===== config.mk =====
export PLATFORM = sky130hd
export DESIGN_NAME = split_reload_timer
export DESIGN_NICKNAME = d
export VERILOG_FILES = /design/src/rtl/split_timer_pkg.sv /design/src/rtl/ext_tick_sync.sv /design/src/rtl/split_reload_timer.sv
export SDC_FILE = /design/constraint.sdc
export NUM_CORES = 1
export LEC_CHECK = 0
export CELL_PAD_IN_SITES_DETAIL_PLACEMENT = 2
export CELL_PAD_IN_SITES_GLOBAL_PLACEMENT = 2
export CORE_UTILIZATION = 39
export DETAILED_ROUTE_END_ITERATION = 8
export DONT_BUFFER_PORTS = 1
export GPL_ROUTABILITY_DRIVEN = 1
export GPL_TIMING_DRIVEN = 0
export PLACE_DENSITY = 0.87
export SYNTH_ARGS = -nofsm -noshare
export SYNTH_HDL_FRONTEND = slang
export SYNTH_SLANG_ARGS = --single-unit

===== constraint.sdc =====
create_clock -name pclk -period 2.26 [get_ports pclk]
set_input_delay 0.226 -clock pclk [delete_from_list [all_inputs] [get_ports pclk]]
set_output_delay 0.226 -clock pclk [all_outputs]
set_load 0.05 [all_outputs]

===== src/rtl/split_timer_pkg.sv =====
// Functional notes
// - Split mode set: two separate 8-bit auto-reload counters, high and low byte.
// - Split mode: each byte reloads from its own reload register on overflow.
// - Split mode: run enable gates high byte only; low byte always counts.
// - Each byte clocked from system clock, clock/12, or external clock/8.
// - Byte select one picks system clock; else external select picks /12 or ext/8.
// - External /8 clock synchronized; source must not exceed system clock.
// - High and low overflow flags set on their byte rolling FF to 00.
// - Split mode with timer interrupt enabled: interrupt on every high overflow.
// - Low byte interrupt enable adds interrupts on each low byte overflow.
// - Hardware never clears overflow flags; software clears them by writing.
// - Split clear: one 16-bit counter, reloads on FFFF rollover, sets high flag.
// - 16-bit mode: low enable adds interrupt whenever lower eight bits roll over.
package split_timer_pkg;

  // ------------------------------------------------------------
  // Register word index and byte addresses
  // ------------------------------------------------------------
  localparam logic [11:0] ctrl_idx = 12'h091;
  localparam logic [11:0] ctrl_off = 12'h244;
  localparam logic [11:0] rld_lo_off = 12'h248;
  localparam logic [11:0] rld_hi_off = 12'h24C;
  localparam logic [11:0] cnt_lo_off = 12'h250;
  localparam logic [11:0] cnt_hi_off = 12'h254;
  localparam logic [11:0] clk_ctl_off = 12'h258;
  localparam logic [11:0] irq_stat_off = 12'h25C;
  localparam logic [11:0] irq_mask_off = 12'h260;

  // ------------------------------------------------------------
  // Control fields and reset values
  // ------------------------------------------------------------
  localparam int high_ovf_bit = 7;
  localparam int low_ovf_bit = 6;
  localparam int low_irq_en_bit = 5;
  localparam int split_bit = 3;
  localparam int run_bit = 2;
  localparam int ext_sel_bit = 0;
  localparam logic [7:0] ctrl_wmask = 8'hED;
  localparam logic [7:0] ctrl_rst = 8'h00;
  localparam logic [7:0] byte_rst = 8'h00;
  localparam logic [7:0] byte_max = 8'hFF;

  // Clock control: bit0 low byte sys_clock, bit1 high byte sys_clock, bit2 timer irq enable
  localparam int low_clk_bit = 0;
  localparam int high_clk_bit = 1;
  localparam int tmr_irq_en_bit = 2;
  localparam logic [2:0] clk_ctl_rst = 3'h0;

  // Interrupt status/mask: bit0 high overflow, bit1 low overflow
  localparam logic [1:0] irq_rst = 2'h0;

  // ------------------------------------------------------------
  // Timing
  // ------------------------------------------------------------
  localparam int sys_div = 12;
  localparam int ext_div = 8;
  localparam logic [3:0] sys_div_last = 4'(sys_div - 1);
  localparam logic [2:0] ext_div_last = 3'(ext_div - 1);

  typedef struct packed {
    logic high;
    logic low;
  } tick_s;

endpackage


===== src/rtl/ext_tick_sync.sv =====
`timescale 1ns/1ps
module ext_tick_sync (
  // Clock and reset
  input wire logic pclk,
  input wire logic presetn,
  // External oscillator pin
  input wire logic ext_osc,
  // One tick per eight external rising edges
  output logic ext_tick
);

  logic [2:0] sync_r;
  logic level_r;
  logic [2:0] div_r;
  logic tick_r;
  wire logic stable = (sync_r[2] == sync_r[1]);
  wire logic rise = stable && sync_r[1] && !level_r;

  // ------------------------------------------------------------
  // Synchroniser and divider
  // ------------------------------------------------------------
  // Each source level must hold for two pclk samples or edges are missed
  always_ff @(posedge pclk or negedge presetn) begin
    if (!presetn) begin
      sync_r <= 3'h0;
      level_r <= 1'b0;
      div_r <= 3'h0;
      tick_r <= 1'b0;
    end else begin
      sync_r <= {sync_r[1:0], ext_osc};
      if (stable) begin
        level_r <= sync_r[1];
      end
      if (rise) begin
        div_r <= (div_r == split_timer_pkg::ext_div_last) ? 3'h0 : div_r + 3'h1;
      end
      tick_r <= rise && (div_r == split_timer_pkg::ext_div_last);
    end
  end

  assign ext_tick = tick_r;

endmodule // ext_tick_sync


===== src/rtl/split_reload_timer.sv =====
// Added by the designer: register access over APB.
`timescale 1ns/1ps
module split_reload_timer (
  // APB
  input wire logic pclk,
  input wire logic presetn,
  input wire logic psel,
  input wire logic penable,
  input wire logic pwrite,
  input wire logic [11:0] paddr,
  input wire logic [31:0] pwdata,
  input wire logic [3:0] pstrb,
  output logic [31:0] prdata,
  output logic pready,
  output logic pslverr,
  // External oscillator
  input wire logic ext_osc,
  // Interrupts
  output logic timer_irq,
  output logic irq
);

  // ------------------------------------------------------------
  // State
  // ------------------------------------------------------------
  logic [7:0] ctrl_r;
  logic [7:0] rld_lo_r;
  logic [7:0] rld_hi_r;
  logic [7:0] cnt_lo_r;
  logic [7:0] cnt_hi_r;
  logic [2:0] clk_ctl_r;
  logic [1:0] irq_stat_r;
  logic [1:0] irq_mask_r;
  logic [3:0] pre12_r;
  logic [31:0] prdata_r;
  logic ext_tick;

  ext_tick_sync u_ext (
    .pclk(pclk),
    .presetn(presetn),
    .ext_osc(ext_osc),
    .ext_tick(ext_tick)
  );

  function automatic logic pick_tick(input logic sys_sel, input logic ext_sel,
                                     input logic t12, input logic tx);
    pick_tick = sys_sel ? 1'b1 : (ext_sel ? tx : t12);
  endfunction

  // ------------------------------------------------------------
  // Bus decode
  // ------------------------------------------------------------
  wire logic acc = psel && penable;
  wire logic wr = acc && pwrite && pstrb[0];
  wire logic hit_ctrl = (paddr == split_timer_pkg::ctrl_off);
  wire logic hit_rll = (paddr == split_timer_pkg::rld_lo_off);
  wire logic hit_rlh = (paddr == split_timer_pkg::rld_hi_off);
  wire logic hit_cl = (paddr == split_timer_pkg::cnt_lo_off);
  wire logic hit_ch = (paddr == split_timer_pkg::cnt_hi_off);
  wire logic hit_ck = (paddr == split_timer_pkg::clk_ctl_off);
  wire logic hit_st = (paddr == split_timer_pkg::irq_stat_off);
  wire logic hit_mk = (paddr == split_timer_pkg::irq_mask_off);
  wire logic mapped = hit_ctrl || hit_rll || hit_rlh || hit_cl || hit_ch
                      || hit_ck || hit_st || hit_mk;
  logic [31:0] rd_mux;
  always_comb begin
    if (hit_ctrl) rd_mux = {24'h0, ctrl_r & split_timer_pkg::ctrl_wmask};
    else if (hit_rll) rd_mux = {24'h0, rld_lo_r};
    else if (hit_rlh) rd_mux = {24'h0, rld_hi_r};
    else if (hit_cl) rd_mux = {24'h0, cnt_lo_r};
    else if (hit_ch) rd_mux = {24'h0, cnt_hi_r};
    else if (hit_ck) rd_mux = {29'h0, clk_ctl_r};
    else if (hit_st) rd_mux = {30'h0, irq_stat_r};
    else if (hit_mk) rd_mux = {30'h0, irq_mask_r};
    else rd_mux = 32'h0;
  end

  // ------------------------------------------------------------
  // Tick selection
  // ------------------------------------------------------------
  wire logic tick12 = (pre12_r == split_timer_pkg::sys_div_last);
  wire logic split = ctrl_r[split_timer_pkg::split_bit];
  wire logic run = ctrl_r[split_timer_pkg::run_bit];
  wire logic xsel = ctrl_r[split_timer_pkg::ext_sel_bit];
  split_timer_pkg::tick_s tk;
  // One driver for the whole struct
  assign tk = {
    pick_tick(clk_ctl_r[split_timer_pkg::high_clk_bit], xsel, tick12, ext_tick),
    pick_tick(clk_ctl_r[split_timer_pkg::low_clk_bit], xsel, tick12, ext_tick)
  };

  // 16-bit mode uses the high byte's source and run enable
  wire logic inc_lo = split ? tk.low : (run && tk.high);
  wire logic inc_hi_split = run && tk.high;
  wire logic lo_ovf = inc_lo && (cnt_lo_r == split_timer_pkg::byte_max);
  wire logic hi_ovf = split ? (inc_hi_split && (cnt_hi_r == split_timer_pkg::byte_max))
                            : lo_ovf && (cnt_hi_r == split_timer_pkg::byte_max);
  wire logic inc_hi = split ? inc_hi_split : lo_ovf;

  logic [7:0] lo_nxt;
  logic [7:0] hi_nxt;
  always_comb begin
    lo_nxt = cnt_lo_r;
    hi_nxt = cnt_hi_r;
    if (split) begin
      if (lo_ovf) lo_nxt = rld_lo_r;
      else if (inc_lo) lo_nxt = cnt_lo_r + 8'h01;
      if (hi_ovf) hi_nxt = rld_hi_r;
      else if (inc_hi) hi_nxt = cnt_hi_r + 8'h01;
    end else if (hi_ovf) begin
      lo_nxt = rld_lo_r;
      hi_nxt = rld_hi_r;
    end else begin
      if (inc_lo) lo_nxt = cnt_lo_r + 8'h01;
      if (inc_hi) hi_nxt = cnt_hi_r + 8'h01;
    end
  end

  // ------------------------------------------------------------
  // Flags: hardware set wins over software clear
  // ------------------------------------------------------------
  wire logic ctl_wr = wr && hit_ctrl;
  wire logic hf_cur = ctrl_r[split_timer_pkg::high_ovf_bit];
  wire logic lf_cur = ctrl_r[split_timer_pkg::low_ovf_bit];
  wire logic hf_nxt = hi_ovf ? 1'b1
                      : (ctl_wr ? pwdata[split_timer_pkg::high_ovf_bit] : hf_cur);
  wire logic lf_nxt = lo_ovf ? 1'b1
                      : (ctl_wr ? pwdata[split_timer_pkg::low_ovf_bit] : lf_cur);
  logic [7:0] ctrl_nxt;
  always_comb begin
    ctrl_nxt = ctl_wr ? (pwdata[7:0] & split_timer_pkg::ctrl_wmask) : ctrl_r;
    ctrl_nxt[split_timer_pkg::high_ovf_bit] = hf_nxt;
    ctrl_nxt[split_timer_pkg::low_ovf_bit] = lf_nxt;
  end

  // Sticky event status, write one to clear
  wire logic [1:0] ev = {lo_ovf, hi_ovf};
  wire logic [1:0] st_clr = (wr && hit_st) ? pwdata[1:0] : 2'h0;
  wire logic [1:0] st_nxt = ev | (irq_stat_r & ~st_clr);

  always_ff @(posedge pclk or negedge presetn) begin
    if (!presetn) begin
      ctrl_r <= split_timer_pkg::ctrl_rst;
      rld_lo_r <= split_timer_pkg::byte_rst;
      rld_hi_r <= split_timer_pkg::byte_rst;
      cnt_lo_r <= split_timer_pkg::byte_rst;
      cnt_hi_r <= split_timer_pkg::byte_rst;
      clk_ctl_r <= split_timer_pkg::clk_ctl_rst;
      irq_stat_r <= split_timer_pkg::irq_rst;
      irq_mask_r <= split_timer_pkg::irq_rst;
      pre12_r <= 4'h0;
      prdata_r <= 32'h0;
    end else begin
      pre12_r <= tick12 ? 4'h0 : pre12_r + 4'h1;
      ctrl_r <= ctrl_nxt;
      irq_stat_r <= st_nxt;
      if (wr && hit_rll) rld_lo_r <= pwdata[7:0];
      if (wr && hit_rlh) rld_hi_r <= pwdata[7:0];
      // Software count writes take priority over counting
      cnt_lo_r <= (wr && hit_cl) ? pwdata[7:0] : lo_nxt;
      cnt_hi_r <= (wr && hit_ch) ? pwdata[7:0] : hi_nxt;
      if (wr && hit_ck) clk_ctl_r <= pwdata[2:0];
      if (wr && hit_mk) irq_mask_r <= pwdata[1:0];
      prdata_r <= (psel && !penable && !pwrite) ? rd_mux : prdata_r;
    end
  end

  // ------------------------------------------------------------
  // Outputs
  // ------------------------------------------------------------
  wire logic tie = clk_ctl_r[split_timer_pkg::tmr_irq_en_bit];
  assign timer_irq = tie && (hf_cur
                     || (lf_cur && ctrl_r[split_timer_pkg::low_irq_en_bit]));
  assign irq = |(irq_stat_r & irq_mask_r);
  assign pready = 1'b1;
  assign pslverr = acc && !mapped;
  assign prdata = prdata_r;

endmodule // split_reload_timer


Word level (Yosys, flattened, before mapping)

Index checks and enable logic that the tools add are counted.

Muxes and demuxes: 29
Reduce and logical (&&, ||, !) cells: 39
Equal/unequal tests: 13
Add/sub/neg operators: 4
Bitwise operators: 4

Operators by type and width:

| operator               | count |
|---|---|
| $eq A12 B10 Y1 const B | 8 |
| $mux W8                | 11 |
| $mux W32               | 2 |
| $logic_and A1 B1 Y1    | 23 |
| $add A8 B1 Y8 const B  | 2 |
| $eq A8 B8 Y1 const B   | 2 |
| $mux W1                | 10 |
| $logic_or A1 B1 Y1     | 8 |
| $mux W2                | 3 |
| $mux W3                | 2 |
| $add A4 B1 Y4 const B  | 1 |
| $and A2 B2 Y2          | 2 |
| $eq A4 B4 Y1 const B   | 1 |
| $logic_not A1 Y1       | 4 |
| $mux W4                | 1 |
| $reduce_bool A2 Y1     | 2 |
| $add A3 B1 Y3 const B  | 1 |
| $eq A3 B3 Y1 const B   | 1 |
| $reduce_bool A3 Y1     | 1 |
| $not A2 Y2             | 1 |
| $or A2 B2 Y2           | 1 |
| $reduce_or A2 Y1       | 1 |
| $eq A1 B1 Y1           | 1 |

Input bits: 54
Register bits: 89

Logic depth before layout (Yosys ltp)

Gate-level depths: netlist (run 1).

Depth in word-level cells: 11
Depth in mapped cells: 8
Gate-level depth less buffers: 7

Modules after synthesis

From an unflattened synthesis (run 1), not the netlist that was laid out.

Cell total of the unflattened synthesis: 405
Area total of the unflattened synthesis: 4018.9 sq um

By module, submodules not included:

| module             | cells each | times used | area an instance (sq um) | sequential area each (sq um) |
|---|---|---|---|---|
| split_reload_timer | 387        | 1          | 3699.8                   | 1426.4 |
| ext_tick_sync      | 18         | 1          | 319.1                    | 200.2 |

Least setup slack after synthesis (run 1)

No wires, ideal clock.

Path type: input port to output port
Start: input port paddr[2]
End: output port pslverr
Arrival time: 1.857 ns
Buffers on the path: 1
Slack: 0.177 ns
Stages: 4
Cells stage by stage: clkbuf_1 nor3_1 and4_1 nor3_1

Word-level cells in the longest chain between the ends: 10
Elaborated cells between the ends (all ways): 17
Classes of those cells: eq/ne (8); reduce/logical (9)

Ends and longest elaborated chain:

| item                                     | line                                               | text |
|---|---|---|
| start: declaration                       | split_reload_timer.sv:10                           | `input wire logic [11:0] paddr,` |
| $eq A12 B10 Y1, on equally long branches | split_reload_timer.sv:55, split_reload_timer.sv:56 |  |
| $logic_or A1 B1 Y1 (4 in a row)          | split_reload_timer.sv:63                           | `wire logic mapped = hit_ctrl \|\| hit_rll \|\| hit_rlh \|\| hit_cl \|\| hit_ch` |
| $logic_or A1 B1 Y1 (2 in a row)          | split_reload_timer.sv:64                           | `\|\| hit_ck \|\| hit_st \|\| hit_mk;` |
| $logic_or A1 B1 Y1 (*)                   | split_reload_timer.sv:64                           |  |
| $logic_not A1 Y1 (*)                     | split_reload_timer.sv:176                          | `assign pslverr = acc && !mapped;` |
| $logic_and A1 B1 Y1 (*)                  | split_reload_timer.sv:176                          |  |
| end: declaration                         | split_reload_timer.sv:15                           | `output logic pslverr,` |

Every way passes the cells marked *; elsewhere a longest branch is shown, timed or not.

Worst setup path after layout (run 1)

Start: register cnt_lo_r[0]
End: register cnt_hi_r[5]

Word-level cells in the longest chain between the ends: 6
Elaborated cells between the ends (all ways): 8
Classes of those cells: eq/ne (1); mux (4); reduce/logical (3)

Ends and longest elaborated chain:

| item                     | line                                                 | text |
|---|---|---|
| start: declaration       | split_reload_timer.sv:29                             | `logic [7:0] cnt_lo_r;` |
| start signal: assignment | split_reload_timer.sv:146                            | `cnt_lo_r <= split_timer_pkg::byte_rst;` |
| start signal: assignment | split_reload_timer.sv:160                            | `cnt_lo_r <= (wr && hit_cl) ? pwdata[7:0] : lo_nxt;` |
| $eq A8 B8 Y1 (*)         | split_reload_timer.sv:95                             | `wire logic lo_ovf = inc_lo && (cnt_lo_r == split_timer_pkg::byte_max);` |
| $logic_and A1 B1 Y1 (*)  | split_reload_timer.sv:95                             |  |
| $logic_and A1 B1 Y1      | split_reload_timer.sv:97                             | `: lo_ovf && (cnt_hi_r == split_timer_pkg::byte_max);` |
| $mux W1                  | split_reload_timer.sv:96                             | `wire logic hi_ovf = split ? (inc_hi_split && (cnt_hi_r == split_timer_pkg::byte_max))` |
| $mux W8                  | split_reload_timer.sv:108, split_reload_timer.sv:110 |  |
| $mux W8                  | split_reload_timer.sv:161                            | `cnt_hi_r <= (wr && hit_ch) ? pwdata[7:0] : hi_nxt;` |
| end signal: assignment   | split_reload_timer.sv:147                            | `cnt_hi_r <= split_timer_pkg::byte_rst;` |
| end signal: assignment   | split_reload_timer.sv:161                            |  |
| end: declaration         | split_reload_timer.sv:30                             | `logic [7:0] cnt_hi_r;` |

Marked as above.
A chain may end at the register's enable or synchronous reset.

==> results of run 1 <==
[metal layers]
| layer | share of wire, % | vias up | track usage [%] |
|---|---|---|---|
| met1 | 42 | 1764 | 33.2 |
| met2 | 50 | 81 | 45.5 |
| li1 | - | 1485 | - |
| met3 | 4.5 | 31 | 5.73 |
| met4 | 2.9 | 0 | 14.6 |
| met5 | 0 | - | 0 |
[worst max-delay path, cell delays in order (launching register included)]
cell      delay [ps]
dfrtp_1          450
ha_1             260
nand3_2          120
nor3_4            70
o211ai_4         350
clkbuf_2         370
o21ai_1          160
mux2_2           280
[final cells by class]
cell class              count  area (sq um)
fillers                  1057          5200
repair buffers             13           143
inverters                   7          26.3
plain buffers              40           256
multi-input cells         312          2080
flip-flops and latches     65          1630
clock buffers              13           149
well taps                 133           166
clock inverters             3          40.0
[metrics by stage]
stage / area [sq um] / setup TNS [ps] / worst slack, ps / instances
after floorplan: 3960 / 0 / 177 / 425
after global placement: 4130 / -445 / -116 / 558
after detailed placement: 4130 / -1540 / -235 / 558
after CTS: 4470 / 0 / 13.3 / 586
after global routing: 4490 / -12.2 / -7.04 / 586
final: 4490 / 0 / 91.3 / 586
[timing repair]
item | CTS | global route
pin swaps | 1 | 1
resized for setup | 4 | 4
setup buffers | 2 | 0
setup endpoints to repair | 13 | 12
hold endpoints to repair | 94 | 0
hold buffers | 11 | 0
[power breakdown]
part	total (mW)	leakage, nW	internal (mW)	switching [mW]
clock network	1.01	0.0974	0.538	0.474
registers	1.23	0.777	1.20	0.0333
logic	0.325	1.11	0.117	0.209
[cell families after synthesis]
logic type | count (synthesis) | share of synthesized area, %
AO/OA/AOI/OAI | 83 | 13.8
AND/OR/NAND/NOR | 143 | 19.7
adder cells (fa/ha/maj) | 6 | 1.94
flip-flops | 65 | 41.9
other | 2 | 0.194
multiplexers | 46 | 13.0
buffers and inverters | 48 | 7.32
XOR/XNOR | 9 | 2.03
[sequential cells by signal, indices dropped and copies added, names as in the netlist]
register and flops:
pre12_r 4, cnt_lo_r 8, clk_ctl_r 3, rld_hi_r 8, irq_stat_r 2, cnt_hi_r 8
ctrl_r 6, u_ext.sync_r 3, u_ext.div_r 3, u_ext.ext_tick 1, prdata 8, irq_mask_r 2
u_ext.level_r 1, rld_lo_r 8
[worst max-delay path by stage]
stage / start / end / depth (start not counted) / slack [ps]
floorplan: paddr[2] / pslverr / 4 / 180
global placement: cnt_hi_r[0]$_DFFE_PN0P_ / cnt_lo_r[0]$_DFF_PN0_ / 7 / -120
detailed placement: cnt_hi_r[0]$_DFFE_PN0P_ / cnt_lo_r[3]$_DFF_PN0_ / 7 / -240
CTS: pre12_r[0]$_DFF_PN0_ / cnt_lo_r[1]$_DFF_PN0_ / 8 / 10
global route: cnt_lo_r[0]$_DFF_PN0_ / cnt_hi_r[6]$_DFFE_PN0P_ / 7 / -7
finish: cnt_lo_r[0]$_DFF_PN0_ / cnt_hi_r[5]$_DFFE_PN0P_ / 7 / 90
[layout by cell type (no fill, tap or decap), types with 4 or more instances in the layout]
cell type	count
conb_1	25
mux2_2	36
buf_2	5
o21ai_1	4
dlygate4sd3_1	10
o22ai_1	5
ha_1	6
xnor2_1	4
nand2_1	52
clkbuf_1	9
dfrtp_1	64
mux2i_1	10
nand4_1	5
a31oi_1	4
nor2_1	27
nor2b_1	7
o21ai_0	27
xor2_1	5
a21oi_1	18
inv_1	6
a222oi_1	4
clkbuf_8	10
buf_4	28
nand3_1	9
and2_1	4
o31ai_1	4
nor3_1	6
and3_1	4
==> flow_summary.toml, run 1 <==
[floorplan]
fp.dieArea_sq_mm = 0.0103
die_w_um = 102
io_pins = 90
core_area_sq_mm = 0.00968
die_h_um = 102
initial_core_util_pct = 40.0
rows = 36

[synth]
synthTopCellsByArea = "dfrtp_1, mux2_2, buf_4, nand2_1, o21ai_0"
synth_cell_type_count = 58
netlist_area_sq_mm = 0.00388
synth_common_cells = "dfrtp_1, nand2_1, mux2_2"
synth-async-reset-ratio_pct = 100
synth_most_common_cell = "dfrtp_1"
ys_seq_elements = 65
synth_area_per_cell_sq_um = 9.65
synth_ff_type = "dfrtp_1"
synth_top_area_share_pct = 41.9
synth-edff-count = 0
synth_top_area_cell = "dfrtp_1"
ys_seq_area_share_pct = 41.9
ys.warnings.count = 0
synthCells = 402

[route]
drtPass1Iterations = 4
antenna_left = 0
via_per_inst = 5.74
num_vias = 3361
drc = 0
detail_route.wl_per_cell_um = 22.5
drt_iter0_markers = 226
drt_wl_total_mm = 13.2

[sta]
fin_crit_ps = 2170
slew_headroom_pct = 36.2
hold_slack_ps = 17.2
worst_pin_slew_ps = 956
setup_viol = 0
fin_crit_sh_pct = 96.0
fin_skew_ps = 18.2
rsz0062_at_grt = "yes"
timing.fmax_mhz = 461
hold_violations = 0
slew_viol_final = 0

[power_and_ir_drop]
p_leak_nw = 1.99
total_power_mw = 2.57
powerDensity_mw_per_mm2 = 573
vdd_drop_max_mv = 0.294

[worst_setup_path]
path_max_fanout = 10
cp.arrival_ps = 2420
path_class = "flop to flop"
rr_startpoint = "cnt_lo_r[0]$_DFF_PN0_"
setup.worst_path.end_class = "flop"
reg2reg_depth = 7
cp.required_ps = 2510
rrSetupSlack_ps = 90
worstSetupStartpointType = "flop"
r2r-end = "cnt_hi_r[5]$_DFFE_PN0P_"

[grt]
grt_overflow = 0
grt_max_degree = 66
antenna_found_initial = 0
grt_pass1_vias = 3579
grt_usage_pct = 27.3
grt_first_pass_wirelength_mm = 20.3

[clocking]
cts_root_buffer = "clkbuf_8"
clock-sinks = 65
clkLatencyLatePin_ps = 370
clockBufferDepth = 2
numCtsBuffers = 9
cts-htree-levels = 3
cts_tree = "done"
path_clk_slew_ps = 70

[layout]
layout.nets = 508
fin_util_pct = 46.3
drive_gt1_share_pct = 22.1
diodes = 0
syn_to_final_growth_pct = 15.7

[placed_design]
place.detailed.hpwl_mm = 8.82
routabilityCongestion = 0.865
io_buffers = 0

[status]
status = "complete, no violations"

[hold_path]
hp-class = "primary input to flop"
hold_depth = 1
holdPathEnd = "clk_ctl_r[1]$_DFFE_PN0P_"
hp-start = "pwdata[1]"

[flow_run]
cap_violations = 0
(Power assumes the default switching activity.)
==> run 2: changes to the inputs <==
--- a/config.mk
+++ b/config.mk
@@ -5,14 +5,17 @@
 export SDC_FILE = /design/constraint.sdc
 export NUM_CORES = 1
 export LEC_CHECK = 0
+export ABC_AREA = 0
 export CELL_PAD_IN_SITES_DETAIL_PLACEMENT = 2
 export CELL_PAD_IN_SITES_GLOBAL_PLACEMENT = 2
+export CORE_MARGIN = 5
 export CORE_UTILIZATION = 39
 export DETAILED_ROUTE_END_ITERATION = 8
 export DONT_BUFFER_PORTS = 1
 export GPL_ROUTABILITY_DRIVEN = 1
 export GPL_TIMING_DRIVEN = 0
 export PLACE_DENSITY = 0.87
+export REMOVE_ABC_BUFFERS = 1
 export SYNTH_ARGS = -nofsm -noshare
 export SYNTH_HDL_FRONTEND = slang
 export SYNTH_SLANG_ARGS = --single-unit
==> flow_summary.toml, run 2 (synthesis gave the netlist of run 1 again) <==
[layout]
final_cell_area_sq_mm = 0.00431
mostFrequentLayoutCell = "dfrtp_1"
layout.nets = 476
syn_to_final_growth_pct = 11.2
diodes = 0
drive_gt1_share_pct = 18.1
final_cell_mix = "dfrtp_1, nand2_1, mux2_2"
fin_util_pct = 44.3

[worst_setup_path]
setup.worst_path.end_class = "flop"
path_max_fanout = 8
rr_startpoint = "cnt_hi_r[1]$_DFFE_PN0P_"
cp.arrival_ps = 2420
path_class = "flop to flop"
r2r-end = "cnt_lo_r[0]$_DFF_PN0_"
worstSetupStartpointType = "flop"
rrSetupSlack_ps = 60
cp.required_ps = 2480
reg2reg_depth = 7

[grt]
grt_max_degree = 66
antenna_found_initial = 0
grt_pass1_vias = 3594
grt_usage_pct = 23.0
grt_overflow = 0
grt_first_pass_wirelength_mm = 20.4

[placed_design]
place.detailed.hpwl_mm = 8.71
post_dp_cell_area_sq_mm = 0.00388
routabilityCongestion = 0.835
io_buffers = 0

[hold_path]
hp-start = "pwdata[0]"
hp-class = "primary input to flop"
hold_depth = 1
holdPathEnd = "rld_lo_r[0]$_DFFE_PN0P_"

[sta]
setup_tns_ps = 0
fin_crit_ps = 2200
timing.fmax_mhz = 455
setup_viol = 0
fin_crit_sh_pct = 97.3
slew_headroom_pct = 27.0
hold_slack_ps = 10.9
hold_violations = 0
fin_skew_ps = 17.4
worst_pin_slew_ps = 1090
slew_viol_final = 0

[route]
detail_route.wl_per_cell_um = 24.4
drtPass1Iterations = 7
drc = 0
drt_wl_total_mm = 13.5
num_vias = 3262
drt_iter0_markers = 172
via_per_inst = 5.89
antenna_left = 0

[status]
status = "complete, no violations"

[floorplan]
io_pins = 90
rows = 36
die_h_um = 110
die_w_um = 110
fp.dieArea_sq_mm = 0.0120
core_area_sq_mm = 0.00973
initial_core_util_pct = 39.9

[clocking]
clockBufferDepth = 2
cts_root_buffer = "clkbuf_8"
cts-htree-levels = 3
clkLatencyLatePin_ps = 360
path_clk_slew_ps = 80
numCtsBuffers = 9
clock-sinks = 65
cts_tree = "done"

[power_and_ir_drop]
vdd_drop_max_mv = 0.332
p_leak_nw = 1.85
powerDensity_mw_per_mm2 = 587

[flow_run]
cap_violations = 0
==> run 2: cell types whose count changed in the layout (fill, tap and decap cells not counted), moves of 2 or more <==
cell	previous run	this run
clkinv_4	0	3
dlygate4sd3_1	10	12
buf_4	28	7
clkbuf_2	2	0
clkbuf_1	9	0
buf_2	5	0
==> run 2: what timing repair did <==
item / CTS / global route
gates cloned: 0 / 0
endpoints found under the hold margin: 81 / 0
resized for setup: 3 / 2
setup endpoints to repair: 9 / 5
pin swaps: 2 / 1
hold buffers: 13 / 0
setup buffers: 3 / 4
==> run 2: routing by layer <==
metal | wire length (um) | vias up | global-route usage, %
li1 | - | 1424 | -
met1 | 5760 | 1707 | 28.4
met2 | 6750 | 109 | 39.6
met3 | 739 | 22 | 5.11
met4 | 291 | 0 | 7.84
met5 | 0 | - | 0
==> run 2: stage by stage <==
stage	total power, mW	setup WS [ps]	cells
floorplan	1.44	265	384
global placement	1.46	-189	517
detailed placement	1.48	-257	518
CTS	2.54	77.4	550
global route	2.63	-6.31	554
finish	2.53	62.1	554
==> run 2: how the worst max path moves through the flow <==
stage | from | end | slack (ps)
after global placement | cnt_lo_r[0]$_DFF_PN0_ | cnt_lo_r[3]$_DFF_PN0_ | -190
after detailed placement | cnt_lo_r[0]$_DFF_PN0_ | cnt_lo_r[7]$_DFF_PN0_ | -260
final | cnt_hi_r[1]$_DFFE_PN0P_ | cnt_lo_r[0]$_DFF_PN0_ | 60
after global routing | cnt_hi_r[1]$_DFFE_PN0P_ | cnt_lo_r[0]$_DFF_PN0_ | -6
after floorplan | cnt_lo_r[0]$_DFF_PN0_ | cnt_lo_r[0]$_DFF_PN0_ | 260
after CTS | cnt_hi_r[0]$_DFFE_PN0P_ | cnt_lo_r[1]$_DFF_PN0_ | 80
==> run 2: critical path, cell delays in order (launching register included) <==
cell	delay [ps]
dfrtp_1	460
ha_1	250
nand3_1	190
or2_4	350
o31ai_4	310
buf_12	170
mux2i_1	240
o21ai_1	90
==> run 2: final cells by class <==
type,instances,area (sq um)
clock buffer,9,124
clock inverter,7,71.3
fill,1027,5420
inverter,7,26.3
multi-input combinational,312,2080
sequential,65,1630
tap,133,166
timing repair buffer,21,220
==> run 2: power breakdown <==
part	internal (mW)	leakage, nW	switching [mW]
combinational	0.0886	0.968	0.187
clock	0.509	0.103	0.507
sequential	1.20	0.777	0.0379
total	1.80	1.85	0.732
==> run 3: changes to the inputs <==
--- a/config.mk
+++ b/config.mk
@@ -6,13 +6,13 @@
 export NUM_CORES = 1
 export LEC_CHECK = 0
 export ABC_AREA = 0
-export CELL_PAD_IN_SITES_DETAIL_PLACEMENT = 2
+export CELL_PAD_IN_SITES_DETAIL_PLACEMENT = 1
 export CELL_PAD_IN_SITES_GLOBAL_PLACEMENT = 2
 export CORE_MARGIN = 5
 export CORE_UTILIZATION = 39
 export DETAILED_ROUTE_END_ITERATION = 8
 export DONT_BUFFER_PORTS = 1
-export GPL_ROUTABILITY_DRIVEN = 1
+export GPL_ROUTABILITY_DRIVEN = 0
 export GPL_TIMING_DRIVEN = 0
 export PLACE_DENSITY = 0.87
 export REMOVE_ABC_BUFFERS = 1
==> constraint.sdc (replaced) <==
create_clock -name pclk -period 2.26 [get_ports pclk]
set_input_delay 0.226 -clock pclk [delete_from_list [all_inputs] [get_ports pclk]]
set_output_delay 0.226 -clock pclk [all_outputs]
set_load 0.02 [all_outputs]
==> flow_summary.toml, run 3 (synthesis gave the netlist of run 1 again) <==
[route]
drtPass1Iterations = 4
drt_iter0_markers = 114
drc = 0
detail_route.wl_per_cell_um = 19.7
num_vias = 3089
antenna_left = 0
via_per_inst = 5.64
drt_wl_total_mm = 10.8

[layout]
mostFrequentLayoutCell = "dfrtp_1"
final_cell_mix = "dfrtp_1, nand2_1, mux2_2"
layout.nets = 472
syn_to_final_growth_pct = 9.26
diodes = 0
drive_gt1_share_pct = 17.8

[grt]
met2_usage_pct = 30.5
gr-usage-met3_pct = 5.34
grt_usage_pct = 19.2
grt_max_degree = 66
grt_pass1_vias = 3287
use_met1_pct = 25.0
grt_overflow = 0
grt_first_pass_wirelength_mm = 17.4
antenna_found_initial = 0
busiest_layer = "met2"

[worst_setup_path]
path_max_fanout = 8
reg2reg_depth = 8
worstSetupStartpointType = "flop"
cp.required_ps = 2480
setup.worst_path.end_class = "flop"
rrSetupSlack_ps = 180
path_class = "flop to flop"
cp.arrival_ps = 2300

[clocking]
path_clk_slew_ps = 80
numCtsBuffers = 9
clock-sinks = 65
cts-htree-levels = 3
clockBufferDepth = 2
clkLatencyLatePin_ps = 350
cts_tree = "done"
cts_root_buffer = "clkbuf_8"

[sta]
hold_violations = 0
fin_skew_ps = 14.4
hold_slack_ps = 11.9
slew_headroom_pct = 52.8
slew_viol_final = 0
setup_viol = 0
timing.fmax_mhz = 481
fin_crit_ps = 2080
worst_pin_slew_ps = 702
setup_tns_ps = 0
fin_crit_sh_pct = 92.1

[flow_run]
cap_violations = 0

[power_and_ir_drop]
p_leak_nw = 1.82
powerDensity_mw_per_mm2 = 567
vdd_drop_max_mv = 0.356
total_power_mw = 2.40

[floorplan]
core_area_sq_mm = 0.00973
die_h_um = 110
io_pins = 90
fp.dieArea_sq_mm = 0.0120
initial_core_util_pct = 39.9
die_w_um = 110
rows = 36

[status]
status = "complete, no violations"

[hold_path]
hp-class = "primary input to flop"
hold_depth = 2

[placed_design]
place.detailed.hpwl_mm = 7.64
io_buffers = 0
## run 3: cell count changes in the layout (fill, tap and decap cells not counted), sizes merged
| cell | previous run | this run |
|---|---|---|
| dlygate4sd3 | 12 | 8 |
| clkinv | 7 | 4 |
| clkbuf | 9 | 10 |
## run 3: path summary, 6_finish.rpt
check / from / endpoint
worst max-delay path: cnt_lo_r[0]$_DFF_PN0_ / cnt_lo_r[3]$_DFF_PN0_
worst min-delay path: pwdata[4] / cnt_hi_r[4]$_DFFE_PN0P_
worst max register to register: cnt_lo_r[0]$_DFF_PN0_ / cnt_lo_r[3]$_DFF_PN0_
worst min register to register: u_ext.sync_r[0]$_DFF_PN0_ / u_ext.sync_r[1]$_DFF_PN0_
max in group asynchronous: presetn / cnt_hi_r[0]$_DFFE_PN0P_
min in group asynchronous: presetn / prdata[1]$_DFFE_PN0P_
## run 3: metal layers
layer,wire length (um),vias to the layer above,share of wire (%)
li1,-,1409,-
met1,4730,1561,44
met2,5040,98,47
met3,792,21,7.3
met4,260,0,2.4
met5,0,-,0
## run 3: per-stage QoR
stage	instance area [sq um]	worst slack (ps)	utilization (%)	cells
6_report	4240	180	43.5	548
5_1_grt	4240	-0.224	43.5	548
4_1_cts	4190	15.7	43.0	543
3_5_place_dp	3870	-198	39.8	517
3_3_place_gp	3870	-189	39.8	517
2_1_floorplan	3710	265	-	384
## run 3: power breakdown
part / switching [mW] / internal (mW) / leakage, nW
Clock: 0.452 / 0.521 / 0.0978
Combinational: 0.119 / 0.0823 / 0.949
Sequential: 0.0288 / 1.20 / 0.777
Total: 0.599 / 1.80 / 1.82
## run 3: worst max-delay path: stages, from the launching register on
cell      delay, ps
dfrtp_1         460
ha_1            240
nand3_2         130
nor3_4          240
o211ai_4        190
o31ai_4         250
buf_4           190
mux2i_1         190
o21ai_1          70
## run 3: area by class of cell
class / count / area, sq um
Sequential cell: 65 / 1630
Tap cell: 133 / 166
Inverter: 7 / 26.3
Multi-Input combinational cell: 312 / 2070
Timing Repair Buffer: 17 / 168
Clock inverter: 4 / 45.0
Fill cell: 1129 / 5490
Clock buffer: 10 / 138
## run 3: repair_timing
action                                  in CTS  in global routing
setup buffers                                3                  5
endpoints found under the hold margin       77                  0
pin swaps                                    1                  2
hold buffers                                 9                  0
gates resized for setup                      0                  4
endpoints found under the setup margin       8                 10
